==> config.mk <==
export PLATFORM = sky130hd
export DESIGN_NAME = etc_top
export DESIGN_NICKNAME = d
export VERILOG_FILES = /design/src/etc_pkg.sv /design/src/etc_tally_if.sv /design/src/etc_top.sv /design/src/etc_tally.sv
export SDC_FILE = /design/constraint.sdc
export NUM_CORES = 1
export LEC_CHECK = 0
export ABC_AREA = 1
export BUFFER_PORTS_ARGS = -buffer_cell sky130_fd_sc_hd__buf_2
export CAP_MARGIN = 20
export CORE_MARGIN = 1
export CORE_UTILIZATION = 50
export DETAILED_ROUTE_END_ITERATION = 8
export GPL_ROUTABILITY_DRIVEN = 1
export PLACE_DENSITY = 0.8
export RECOVER_POWER = 50
export SLEW_MARGIN = 20
export SYNTH_ARGS = -nofsm -noshare
export SYNTH_HDL_FRONTEND = slang
export SYNTH_SLANG_ARGS = --single-unit
==> constraint.sdc <==
create_clock -name pclk -period 7.7 [get_ports pclk]
set_input_delay 0.385 -clock pclk [delete_from_list [all_inputs] [get_ports pclk]]
set_output_delay 0.385 -clock pclk [all_outputs]
set_load 0.005 [all_outputs]
==> src/etc_pkg.sv <==
// constants shared by the error tally control block and its counter
// assumes a 32-bit apb slave with 12-bit byte addresses
package etc_pkg;
   // ----------------------------------------------------------------
   // register indices and byte addresses (byte address = 4 * index)
   // ----------------------------------------------------------------
   localparam logic [9:0] IDX_MASK0 = 10'h01b; // interrupt mask 0
   localparam logic [9:0] IDX_CTL = 10'h01e; // error_count_control
   localparam logic [9:0] IDX_TALLY = 10'h01f; // error tally count
   localparam logic [9:0] IDX_PEND0 = 10'h03f; // pending flags zero
   localparam logic [11:0] ADDR_MASK0 = {IDX_MASK0, 2'h0};
   localparam logic [11:0] ADDR_CTL = {IDX_CTL, 2'h0};
   localparam logic [11:0] ADDR_TALLY = {IDX_TALLY, 2'h0};
   localparam logic [11:0] ADDR_PEND0 = {IDX_PEND0, 2'h0};
   // ----------------------------------------------------------------
   // field layout
   // ----------------------------------------------------------------
   localparam int NUM_CLASSES = 5; // counted fault classes
   localparam int LEVEL_LSB = 5; // irq_count_level is bits 7:5
   localparam int LEVEL_MSB = 7;
   localparam int CLASS_MSB = 4; // class enables are bits 4:0
   localparam int FLAG_BIT = 5; // overflow flag / irq enable bit
   // ----------------------------------------------------------------
   // reset values and counts
   // ----------------------------------------------------------------
   localparam logic [7:0] CTL_RESET = 8'h00;
   localparam logic [7:0] MASK_RESET = 8'h00;
   localparam logic [7:0] TALLY_MAX = 8'hff; // saturation point
   localparam logic [9:0] LEVEL_BASE = 10'h002; // code 0 means 2 faults
endpackage

==> src/etc_tally_if.sv <==
// carrier between the register front end and the tally counter
// assumes both ends run on pclk
`timescale 1ns/100ps
interface etc_tally_if;
   logic [4:0] fault_hits; // one-cycle fault pulses, bit order as control
   logic [4:0] class_en; // per-class count enables
   logic [2:0] level; // irq_count_level code
   logic clear; // software write to the tally
   logic [7:0] count; // current tally
   logic over; // one-cycle pulse when the level is crossed
   modport ctl (output fault_hits, class_en, level, clear, input count, over);
   modport cnt (input fault_hits, class_en, level, clear, output count, over);
endinterface

==> src/etc_top.sv <==
// apb register front end for the error tally control block
// assumes fault pulses arrive from detectors clocked by pclk
//
// Implementation choice: register access over APB.
`timescale 1ns/100ps

module etc_top (
   input wire logic pclk,
   input wire logic presetn,
   input wire logic psel,
   input wire logic penable,
   input wire logic pwrite,
   input wire logic [11:0] paddr,
   input wire logic [31:0] pwdata,
   output logic [31:0] prdata,
   output logic pready,
   output logic pslverr,
   input wire logic irq_frame_crc_fault,
   input wire logic stream_parity_fault,
   input wire logic frame_crc_fault,
   input wire logic decode_fault,
   input wire logic header_mismatch_fault,
   output logic irq
);
   // ----------------------------------------------------------------
   // state
   // ----------------------------------------------------------------
   logic [7:0] ctl_reg; // error_count_control
   logic [7:0] ctl_next;
   logic [7:0] mask_reg; // interrupt mask 0
   logic [7:0] mask_next;
   logic flag_reg; // error_tally_overflow_flag
   logic flag_next;
   logic [31:0] rdata_reg; // read data captured in setup
   logic [31:0] rdata_next;
   logic setup; // apb setup phase
   logic access; // apb access phase
   logic hit; // address is mapped
   logic wr; // write takes effect

   etc_tally_if tif ();

   etc_tally u_tally (
      .pclk(pclk),
      .presetn(presetn),
      .tif(tif)
   );

   // ----------------------------------------------------------------
   // apb decode
   // ----------------------------------------------------------------
   assign setup = psel & ~penable;
   assign access = psel & penable;
   assign hit = (paddr == etc_pkg::ADDR_CTL) || (paddr == etc_pkg::ADDR_TALLY) ||
                (paddr == etc_pkg::ADDR_MASK0) || (paddr == etc_pkg::ADDR_PEND0);
   assign wr = access & pwrite & hit;
   assign pready = 1'b1; // zero wait states
   assign pslverr = access & ~hit; // unmapped address

   // feed the counter
   assign tif.fault_hits = {irq_frame_crc_fault, stream_parity_fault, frame_crc_fault,
                            decode_fault, header_mismatch_fault};
   assign tif.class_en = ctl_reg[etc_pkg::CLASS_MSB:0];
   assign tif.level = ctl_reg[etc_pkg::LEVEL_MSB:etc_pkg::LEVEL_LSB];
   assign tif.clear = wr && (paddr == etc_pkg::ADDR_TALLY);

   // next register values
   always_comb begin
      ctl_next = ctl_reg;
      mask_next = mask_reg;
      flag_next = flag_reg;
      rdata_next = rdata_reg;
      // software writes
      if (wr && paddr == etc_pkg::ADDR_CTL) begin
         ctl_next = pwdata[7:0];
      end
      if (wr && paddr == etc_pkg::ADDR_MASK0) begin
         mask_next = pwdata[7:0];
      end
      // write one to clear the flag, a new crossing wins
      if (wr && paddr == etc_pkg::ADDR_PEND0 && pwdata[etc_pkg::FLAG_BIT]) begin
         flag_next = 1'b0;
      end
      if (tif.over) begin
         flag_next = 1'b1;
      end
      // read data captured in setup, shown in access
      if (setup) begin
         case (paddr)
            etc_pkg::ADDR_CTL: begin
               rdata_next = {24'h000000, ctl_reg};
            end
            etc_pkg::ADDR_TALLY: begin
               rdata_next = {24'h000000, tif.count};
            end
            etc_pkg::ADDR_MASK0: begin
               rdata_next = {24'h000000, mask_reg};
            end
            etc_pkg::ADDR_PEND0: begin
               rdata_next = 32'h00000000;
               rdata_next[etc_pkg::FLAG_BIT] = flag_reg;
            end
            default: begin
               rdata_next = 32'h00000000;
            end
         endcase
      end
   end

   // register stage
   always_ff @(posedge pclk or negedge presetn) begin
      if (!presetn) begin
         ctl_reg <= etc_pkg::CTL_RESET;
         mask_reg <= etc_pkg::MASK_RESET;
         flag_reg <= 1'b0;
         rdata_reg <= 32'h00000000;
      end else begin
         ctl_reg <= ctl_next;
         mask_reg <= mask_next;
         flag_reg <= flag_next;
         rdata_reg <= rdata_next;
      end
   end

   assign prdata = rdata_reg;
   assign irq = flag_reg & mask_reg[etc_pkg::FLAG_BIT];

   // ----------------------------------------------------------------
   // assertions
   // ----------------------------------------------------------------
   // a crossing pulse always lands in the flag
   property p_flag_set;
      @(posedge pclk) disable iff (!presetn)
         tif.over |=> flag_reg;
   endproperty
   a_flag_set: assert property (p_flag_set) else $error("overflow flag not raised");

   // a crossing with the mask bit set reaches the pin one edge later
   property p_irq_gate;
      @(posedge pclk) disable iff (!presetn)
         (tif.over && mask_reg[etc_pkg::FLAG_BIT] && !(wr && paddr == etc_pkg::ADDR_MASK0))
         |=> irq;
   endproperty
   a_irq_gate: assert property (p_irq_gate) else $error("irq not raised with mask set");

   // with the mask bit clear the pin stays low whatever the flag does
   property p_irq_masked;
      @(posedge pclk) disable iff (!presetn)
         !mask_reg[etc_pkg::FLAG_BIT] |-> !irq;
   endproperty
   a_irq_masked: assert property (p_irq_masked) else $error("irq raised while masked");

   // the flag stays up until software writes one to it
   property p_flag_hold;
      @(posedge pclk) disable iff (!presetn)
         (flag_reg && !(wr && paddr == etc_pkg::ADDR_PEND0 && pwdata[etc_pkg::FLAG_BIT]))
         |=> flag_reg;
   endproperty
   a_flag_hold: assert property (p_flag_hold) else $error("overflow flag dropped by itself");

   // write one to clear takes the flag down when no crossing competes
   property p_flag_clear;
      @(posedge pclk) disable iff (!presetn)
         (wr && paddr == etc_pkg::ADDR_PEND0 && pwdata[etc_pkg::FLAG_BIT] && !tif.over)
         |=> !flag_reg;
   endproperty
   a_flag_clear: assert property (p_flag_clear) else $error("overflow flag not cleared");

   // only a crossing pulse may raise the flag
   property p_flag_quiet;
      @(posedge pclk) disable iff (!presetn)
         (!flag_reg && !tif.over) |=> !flag_reg;
   endproperty
   a_flag_quiet: assert property (p_flag_quiet) else $error("overflow flag raised early");

   // a control write reaches the level code and the class enables
   property p_ctl_write;
      @(posedge pclk) disable iff (!presetn)
         (wr && paddr == etc_pkg::ADDR_CTL)
         |=> tif.level == $past(pwdata[7:5]) && tif.class_en == $past(pwdata[4:0]);
   endproperty
   a_ctl_write: assert property (p_ctl_write) else $error("control write not applied");

   // the tally seen at the setup edge is what the access phase shows
   property p_tally_read;
      @(posedge pclk) disable iff (!presetn)
         (setup && paddr == etc_pkg::ADDR_TALLY)
         |=> prdata == {24'h000000, $past(tif.count)};
   endproperty
   a_tally_read: assert property (p_tally_read) else $error("tally read data wrong");

   // the control register reads back as written
   property p_ctl_read;
      @(posedge pclk) disable iff (!presetn)
         (setup && paddr == etc_pkg::ADDR_CTL)
         |=> prdata == {24'h000000, $past(ctl_reg)};
   endproperty
   a_ctl_read: assert property (p_ctl_read) else $error("control read data wrong");

   // with every class disabled and no clear the tally does not move
   property p_disabled_quiet;
      @(posedge pclk) disable iff (!presetn)
         (tif.class_en == 5'h00 && !tif.clear) |=> tif.count == $past(tif.count);
   endproperty
   a_disabled_quiet: assert property (p_disabled_quiet) else $error("disabled class counted");

   // any write to the tally register restarts it from zero
   property p_write_clears;
      @(posedge pclk) disable iff (!presetn)
         (access && pwrite && paddr == etc_pkg::ADDR_TALLY && tif.fault_hits == 5'h00)
         |=> tif.count == 8'h00;
   endproperty
   a_write_clears: assert property (p_write_clears) else $error("tally write did not clear");
endmodule

==> src/etc_tally.sv <==
// saturating error tally with threshold crossing detection
// assumes fault pulses and clear are synchronous to pclk
`timescale 1ns/100ps
module etc_tally (
   input wire logic pclk,
   input wire logic presetn,
   etc_tally_if.cnt tif
);
   logic [7:0] count_reg; // tally
   logic [7:0] count_next;
   logic over_reg; // crossing pulse
   logic over_next;
   logic [4:0] gated; // enabled faults this cycle
   logic [2:0] inc; // how many to add
   logic [9:0] base; // start value after optional clear
   logic [9:0] sum; // unsaturated new value
   logic [9:0] level_cnt; // fault count that raises the flag

   // ----------------------------------------------------------------
   // per-class gating
   // ----------------------------------------------------------------
   genvar g;
   generate
      for (g = 0; g < etc_pkg::NUM_CLASSES; g = g + 1) begin : g_gate
         assign gated[g] = tif.fault_hits[g] & tif.class_en[g];
      end
   endgenerate

   // next tally: every enabled class with a fault pulse adds one, a clear restarts from zero
   always_comb begin
      inc = 3'h0;
      for (int i = 0; i < etc_pkg::NUM_CLASSES; i++) begin
         inc = inc + {2'h0, gated[i]};
      end
      base = tif.clear ? 10'h000 : {2'h0, count_reg};
      sum = base + {7'h00, inc};
      level_cnt = etc_pkg::LEVEL_BASE << tif.level;
      // saturate instead of wrapping
      if (sum > {2'h0, etc_pkg::TALLY_MAX}) begin
         count_next = etc_pkg::TALLY_MAX;
      end else begin
         count_next = sum[7:0];
      end
      // pulse as the unsaturated sum reaches the selected level; at code 7 each fault at 255 pulses again
      over_next = (base < level_cnt) && (sum >= level_cnt);
   end

   // register the tally
   always_ff @(posedge pclk or negedge presetn) begin
      if (!presetn) begin
         count_reg <= 8'h00;
         over_reg <= 1'b0;
      end else begin
         count_reg <= count_next;
         over_reg <= over_next;
      end
   end

   assign tif.count = count_reg;
   assign tif.over = over_reg;

   // ----------------------------------------------------------------
   // assertions
   // ----------------------------------------------------------------
   property p_level_two;
      @(posedge pclk) disable iff (!presetn)
         (tif.level == 3'h0 && count_reg == 8'h01 && !tif.clear && inc == 3'h1)
         |=> over_reg && count_reg == 8'h02;
   endproperty
   a_level_two: assert property (p_level_two) else $error("level 0 not raised at 2");

   property p_irq_crc;
      @(posedge pclk) disable iff (!presetn)
         (tif.class_en[4] && tif.fault_hits == 5'h10 && !tif.clear && count_reg != 8'hff)
         |=> count_reg == $past(count_reg) + 8'h01;
   endproperty
   a_irq_crc: assert property (p_irq_crc) else $error("irq frame crc fault not counted");

   property p_parity;
      @(posedge pclk) disable iff (!presetn)
         (!tif.class_en[3] && tif.fault_hits == 5'h08 && !tif.clear)
         |=> count_reg == $past(count_reg);
   endproperty
   a_parity: assert property (p_parity) else $error("disabled parity fault counted");

   property p_frame_crc;
      @(posedge pclk) disable iff (!presetn)
         (tif.class_en == 5'h04 && tif.fault_hits == 5'h10 && !tif.clear)
         |=> count_reg == $past(count_reg);
   endproperty
   a_frame_crc: assert property (p_frame_crc) else $error("frame crc enable counted irq crc");

   property p_decode;
      @(posedge pclk) disable iff (!presetn)
         (tif.class_en[1] && tif.fault_hits == 5'h02 && !tif.clear && count_reg != 8'hff)
         |=> count_reg == $past(count_reg) + 8'h01;
   endproperty
   a_decode: assert property (p_decode) else $error("decode fault not counted");

   property p_header;
      @(posedge pclk) disable iff (!presetn)
         (tif.class_en[0] && tif.fault_hits == 5'h01 && !tif.clear && count_reg != 8'hff)
         |=> count_reg == $past(count_reg) + 8'h01;
   endproperty
   a_header: assert property (p_header) else $error("header mismatch not counted");

   property p_clear;
      @(posedge pclk) disable iff (!presetn)
         (tif.clear && gated == 5'h00) |=> count_reg == 8'h00;
   endproperty
   a_clear: assert property (p_clear) else $error("tally not cleared by write");

   property p_saturate;
      @(posedge pclk) disable iff (!presetn)
         (count_reg == 8'hff && !tif.clear) |=> count_reg == 8'hff;
   endproperty
   a_saturate: assert property (p_saturate) else $error("tally wrapped");

   property p_sum_all;
      @(posedge pclk) disable iff (!presetn)
         (tif.class_en == 5'h1f && tif.fault_hits == 5'h1f && !tif.clear && count_reg < 8'h80)
         |=> count_reg == $past(count_reg) + 8'h05;
   endproperty
   a_sum_all: assert property (p_sum_all) else $error("simultaneous faults not all added");
endmodule

==> impl_metrics.toml <==
[floorplanning]
rows = 25
die_width_um = 74.1
initial_utilization = 0.533
die_area_mm2 = 0.00550
core_outline_area_mm2 = 0.00488
chipHeight_um = 74.1
ios = 89

[sta]
timing.final.hold_violations = 0
report.final.setup_viol = 0
final.period_utilization = 0.521
timing.fmax_mhz = 249
timing_max_transition_violations_final = 35
finalClockSkew_ns = 0.00532
timing.final.crit_period_ns = 4.01
tightest_slew_ns = 1.74
fin_setup_tns_ns = 0
slew_headroom = -0.163
rsz_0062_raised_after_global_routing = "no"

[routing]
drt-vias-per-instance = 4.86
detail_route.drc_violations = 0
avgRoutedWirePerCell_um = 11.3
drt-pass1-iter-count = 4
routed-via-count = 2112
initialDrtViolationCount = 125
drt-total-wl_mm = 4.92
drtAntennaViolNets = 0

[logic_synthesis]
dominant_combinational_cell_family_by_area_after_synthesis = "simple AND/OR/NAND/NOR gates"
synth_compound_area_frac = 0.136
seq_area_frac_synth = 0.327
ys.flop_type = "dfrtp_1"
average_instance_area_after_synthesis_um2 = 7.98
synth-seq-cells = 34
yosysWarningCount = 0
post_synth_instance_area_mm2 = 0.00260
synth_edf_count = 0
synth_area_leader_cell = "dfrtp_1"
post_synth_num_cell_types = 43
ys_top_cells_by_area = "dfrtp_1 (33%), nand2_1 (8.8%), ha_1 (8.7%), inv_1 (7.8%), buf_4 (7.2%)"
synth_fa_ha_area_frac = 0.110
synth_top_cell_area_share = 0.327
post_synth_xor_area_fraction = 0.00625
synth_simple_gate_area_frac = 0.252
fraction_of_registers_with_async_set_reset = 1.00
post_synth_inst_count = 326
yosys-mux-area-fraction = 0

[setup_path]
critical_path_end_type = "register"
worst_endpoint_required_time_ns = 7.87
crit-reg2reg-launch = "ctl_reg[0]"
worst-endpoint-arrival_ns = 4.18
crit-reg2reg-capture = "u_tally.tif.over"
critical_path_peak_fanout = 3
crit_path_start_kind = "register"
r2r_cells = 19
crit_type = "register to register"
regToRegSetupSlack_ns = 3.69

[clock_tree]
cts.path.max_buffers = 2
clock-sinks = 34
clock_pin_slew_worst_setup_and_hold_paths_ns = 0.07
cts_hold_buf = 0
cts_tree = "done"
post-cts-setup-buffer-count = 0
cts_inserted_buffers = 5
insertion_delay_ns = 0.29
cts_resized = 0
clock_root_buffer = "clkbuf_8"
clock_tree.htree_level_count = 2

[grt]
antenna_found_initial = 0
combined_global_route_utilization_of_all_metal_layers = 0.210
via_count_of_the_first_global_routing_pass = 1997
grt_max_degree = 35
grt_overflow = 0
wire_length_of_the_first_global_routing_pass_mm = 8.70

[power]
static-leakage-power_uw = 0.00170
power-per-cell-area_mw_per_mm2 = 126
max_vdd_drop_uv = 98.4

[cells_and_area]
finish.cell_count_without_fillers = 435
post-route-cell-area_mm2 = 0.00287
num-fill-cells = 448
layout-drive-gt1-share = 0.231
finalNetCount = 442
area_growth_pct = 10.2
antennaDiodeCount = 0

[placement]
place_congestion = 0.851
place.detailed.instances = 427
place.detailed.hpwl_mm = 4.11
detailed_place.area_mm2 = 0.00277
port_buffers = 39

[hold_path]
worst_hold_path.num_cells = 3
min_delay_worst_endpoint = "ctl_reg[0]"
holdCritPathClass = "input pin to register"
start_point_of_the_worst_min_delay_path = "pwdata[0]"

[status]
run_status = "finished, violations left"
violations = "max-capacitance violations, max-slew violations"

[run]
max_cap_viol_count = 1
routing by layer:
metal / vias to the layer above / wire length [µm] / global-route usage
met3: 7 / 298 / 0.0407
met1: 955 / 2270 / 0.279
li1: 1072 / - / -
met2: 78 / 2290 / 0.344
met5: - / 0 / 0
met4: 0 / 63 / 0.0726
placed cells by master, fill, tap and decap left out, types with 2 or more instances in the layout:
| master | n |
|---|---|
| nor2_8 | 2 |
| nor2_4 | 2 |
| a221oi_1 | 5 |
| a32o_1 | 2 |
| inv_2 | 5 |
| nor2_2 | 6 |
| ha_1 | 18 |
| inv_1 | 54 |
| o21ai_2 | 4 |
| nand4_1 | 2 |
| nand2_4 | 4 |
| nand2_2 | 13 |
| nand3_1 | 8 |
| conb_1 | 25 |
| a21oi_1 | 9 |
| clkbuf_8 | 5 |
| nand3_2 | 2 |
| clkbuf_1 | 5 |
| o21ai_1 | 8 |
| dfrtp_1 | 34 |
| buf_2 | 35 |
| nor3_1 | 4 |
| nor2_1 | 15 |
| o21ai_0 | 18 |
| fa_1 | 3 |
| nand2_1 | 61 |
through the flow:
stage               power [µW]  hold WS, ns  setup slack [ns]   util
finish                     360        0.359              3.69  0.588
detailed placement         205        0.434              3.61  0.567
global route               374        0.372              3.28  0.588
floorplan                  201       0.0894              3.97      -
global placement           204        0.429              3.67  0.567
CTS                        363        0.169              3.67  0.589
kinds of logic (layout without fill, tap and decap cells):
| logic type | count (synthesis) | after routing |
|---|---|---|
| flip-flops | 34 | 34 |
| adder cells (fa/ha/maj) | 21 | 21 |
| XOR/XNOR | 1 | 1 |
| AND/OR/NAND/NOR | 123 | 123 |
| other | 2 | 25 |
| AO/OA/AOI/OAI | 56 | 56 |
| buffers and inverters | 89 | 108 |
synth_stat cells (all sizes together), types with 2 or more instances:
cell type / count
nand2: 79
inv: 60
dfrtp: 34
o21ai: 30
buf: 28
nor2: 25
ha: 18
nand3: 11
a21oi: 9
a221oi: 5
nor3: 4
fa: 3
a32o: 2
and3: 2
conb: 2
nand4: 2
where the power goes:
group          internal, µW  leakage (µW)  switching [µW]
clock network          96.8     0.0000524            62.6
logic                  7.64       0.00117            14.9
registers               179      0.000470        0.000578
total                   283       0.00170            77.5
worst max path at each step:
stage                                  end                   from  slack (ns)  depth (start not counted)
after floorplan           u_tally.tif.over             ctl_reg[0]        3.97                         21
after global placement    u_tally.tif.over  header_mismatch_fault        3.67                         22
after detailed placement  u_tally.tif.over           decode_fault        3.61                         22
after CTS                 u_tally.tif.over             ctl_reg[1]        3.67                         21
after global routing      u_tally.tif.over             ctl_reg[0]        3.28                         24
final                     u_tally.tif.over             ctl_reg[0]        3.69                         19
critical path, cell delays in order, from the launching register on:
cell	delay, ns
dfrtp_1	0.41
nand2_1	0.08
inv_1	0.04
ha_1	0.30
fa_1	0.54
ha_1	0.14
inv_1	0.04
fa_1	0.47
inv_1	0.07
fa_1	0.44
nand2_1	0.07
inv_1	0.07
nor2_1	0.23
nor2_2	0.12
a21oi_1	0.24
nor2_1	0.08
ha_1	0.18
a21o_1	0.17
a21oi_1	0.12
a21oi_1	0.09
cell type report:
type | count | area, µm² | share of cell area
Sequential cell | 34 | 851 | 0.297
Clock buffer | 7 | 76.3 | 0.0266
Tap cell | 67 | 83.8 | 0.0292
Timing Repair Buffer | 39 | 190 | 0.0663
Multi-Input combinational cell | 226 | 1410 | 0.490
Inverter | 61 | 231 | 0.0807
Clock inverter | 1 | 30.0 | 0.0105
Power figures use the tool's default switching activity.
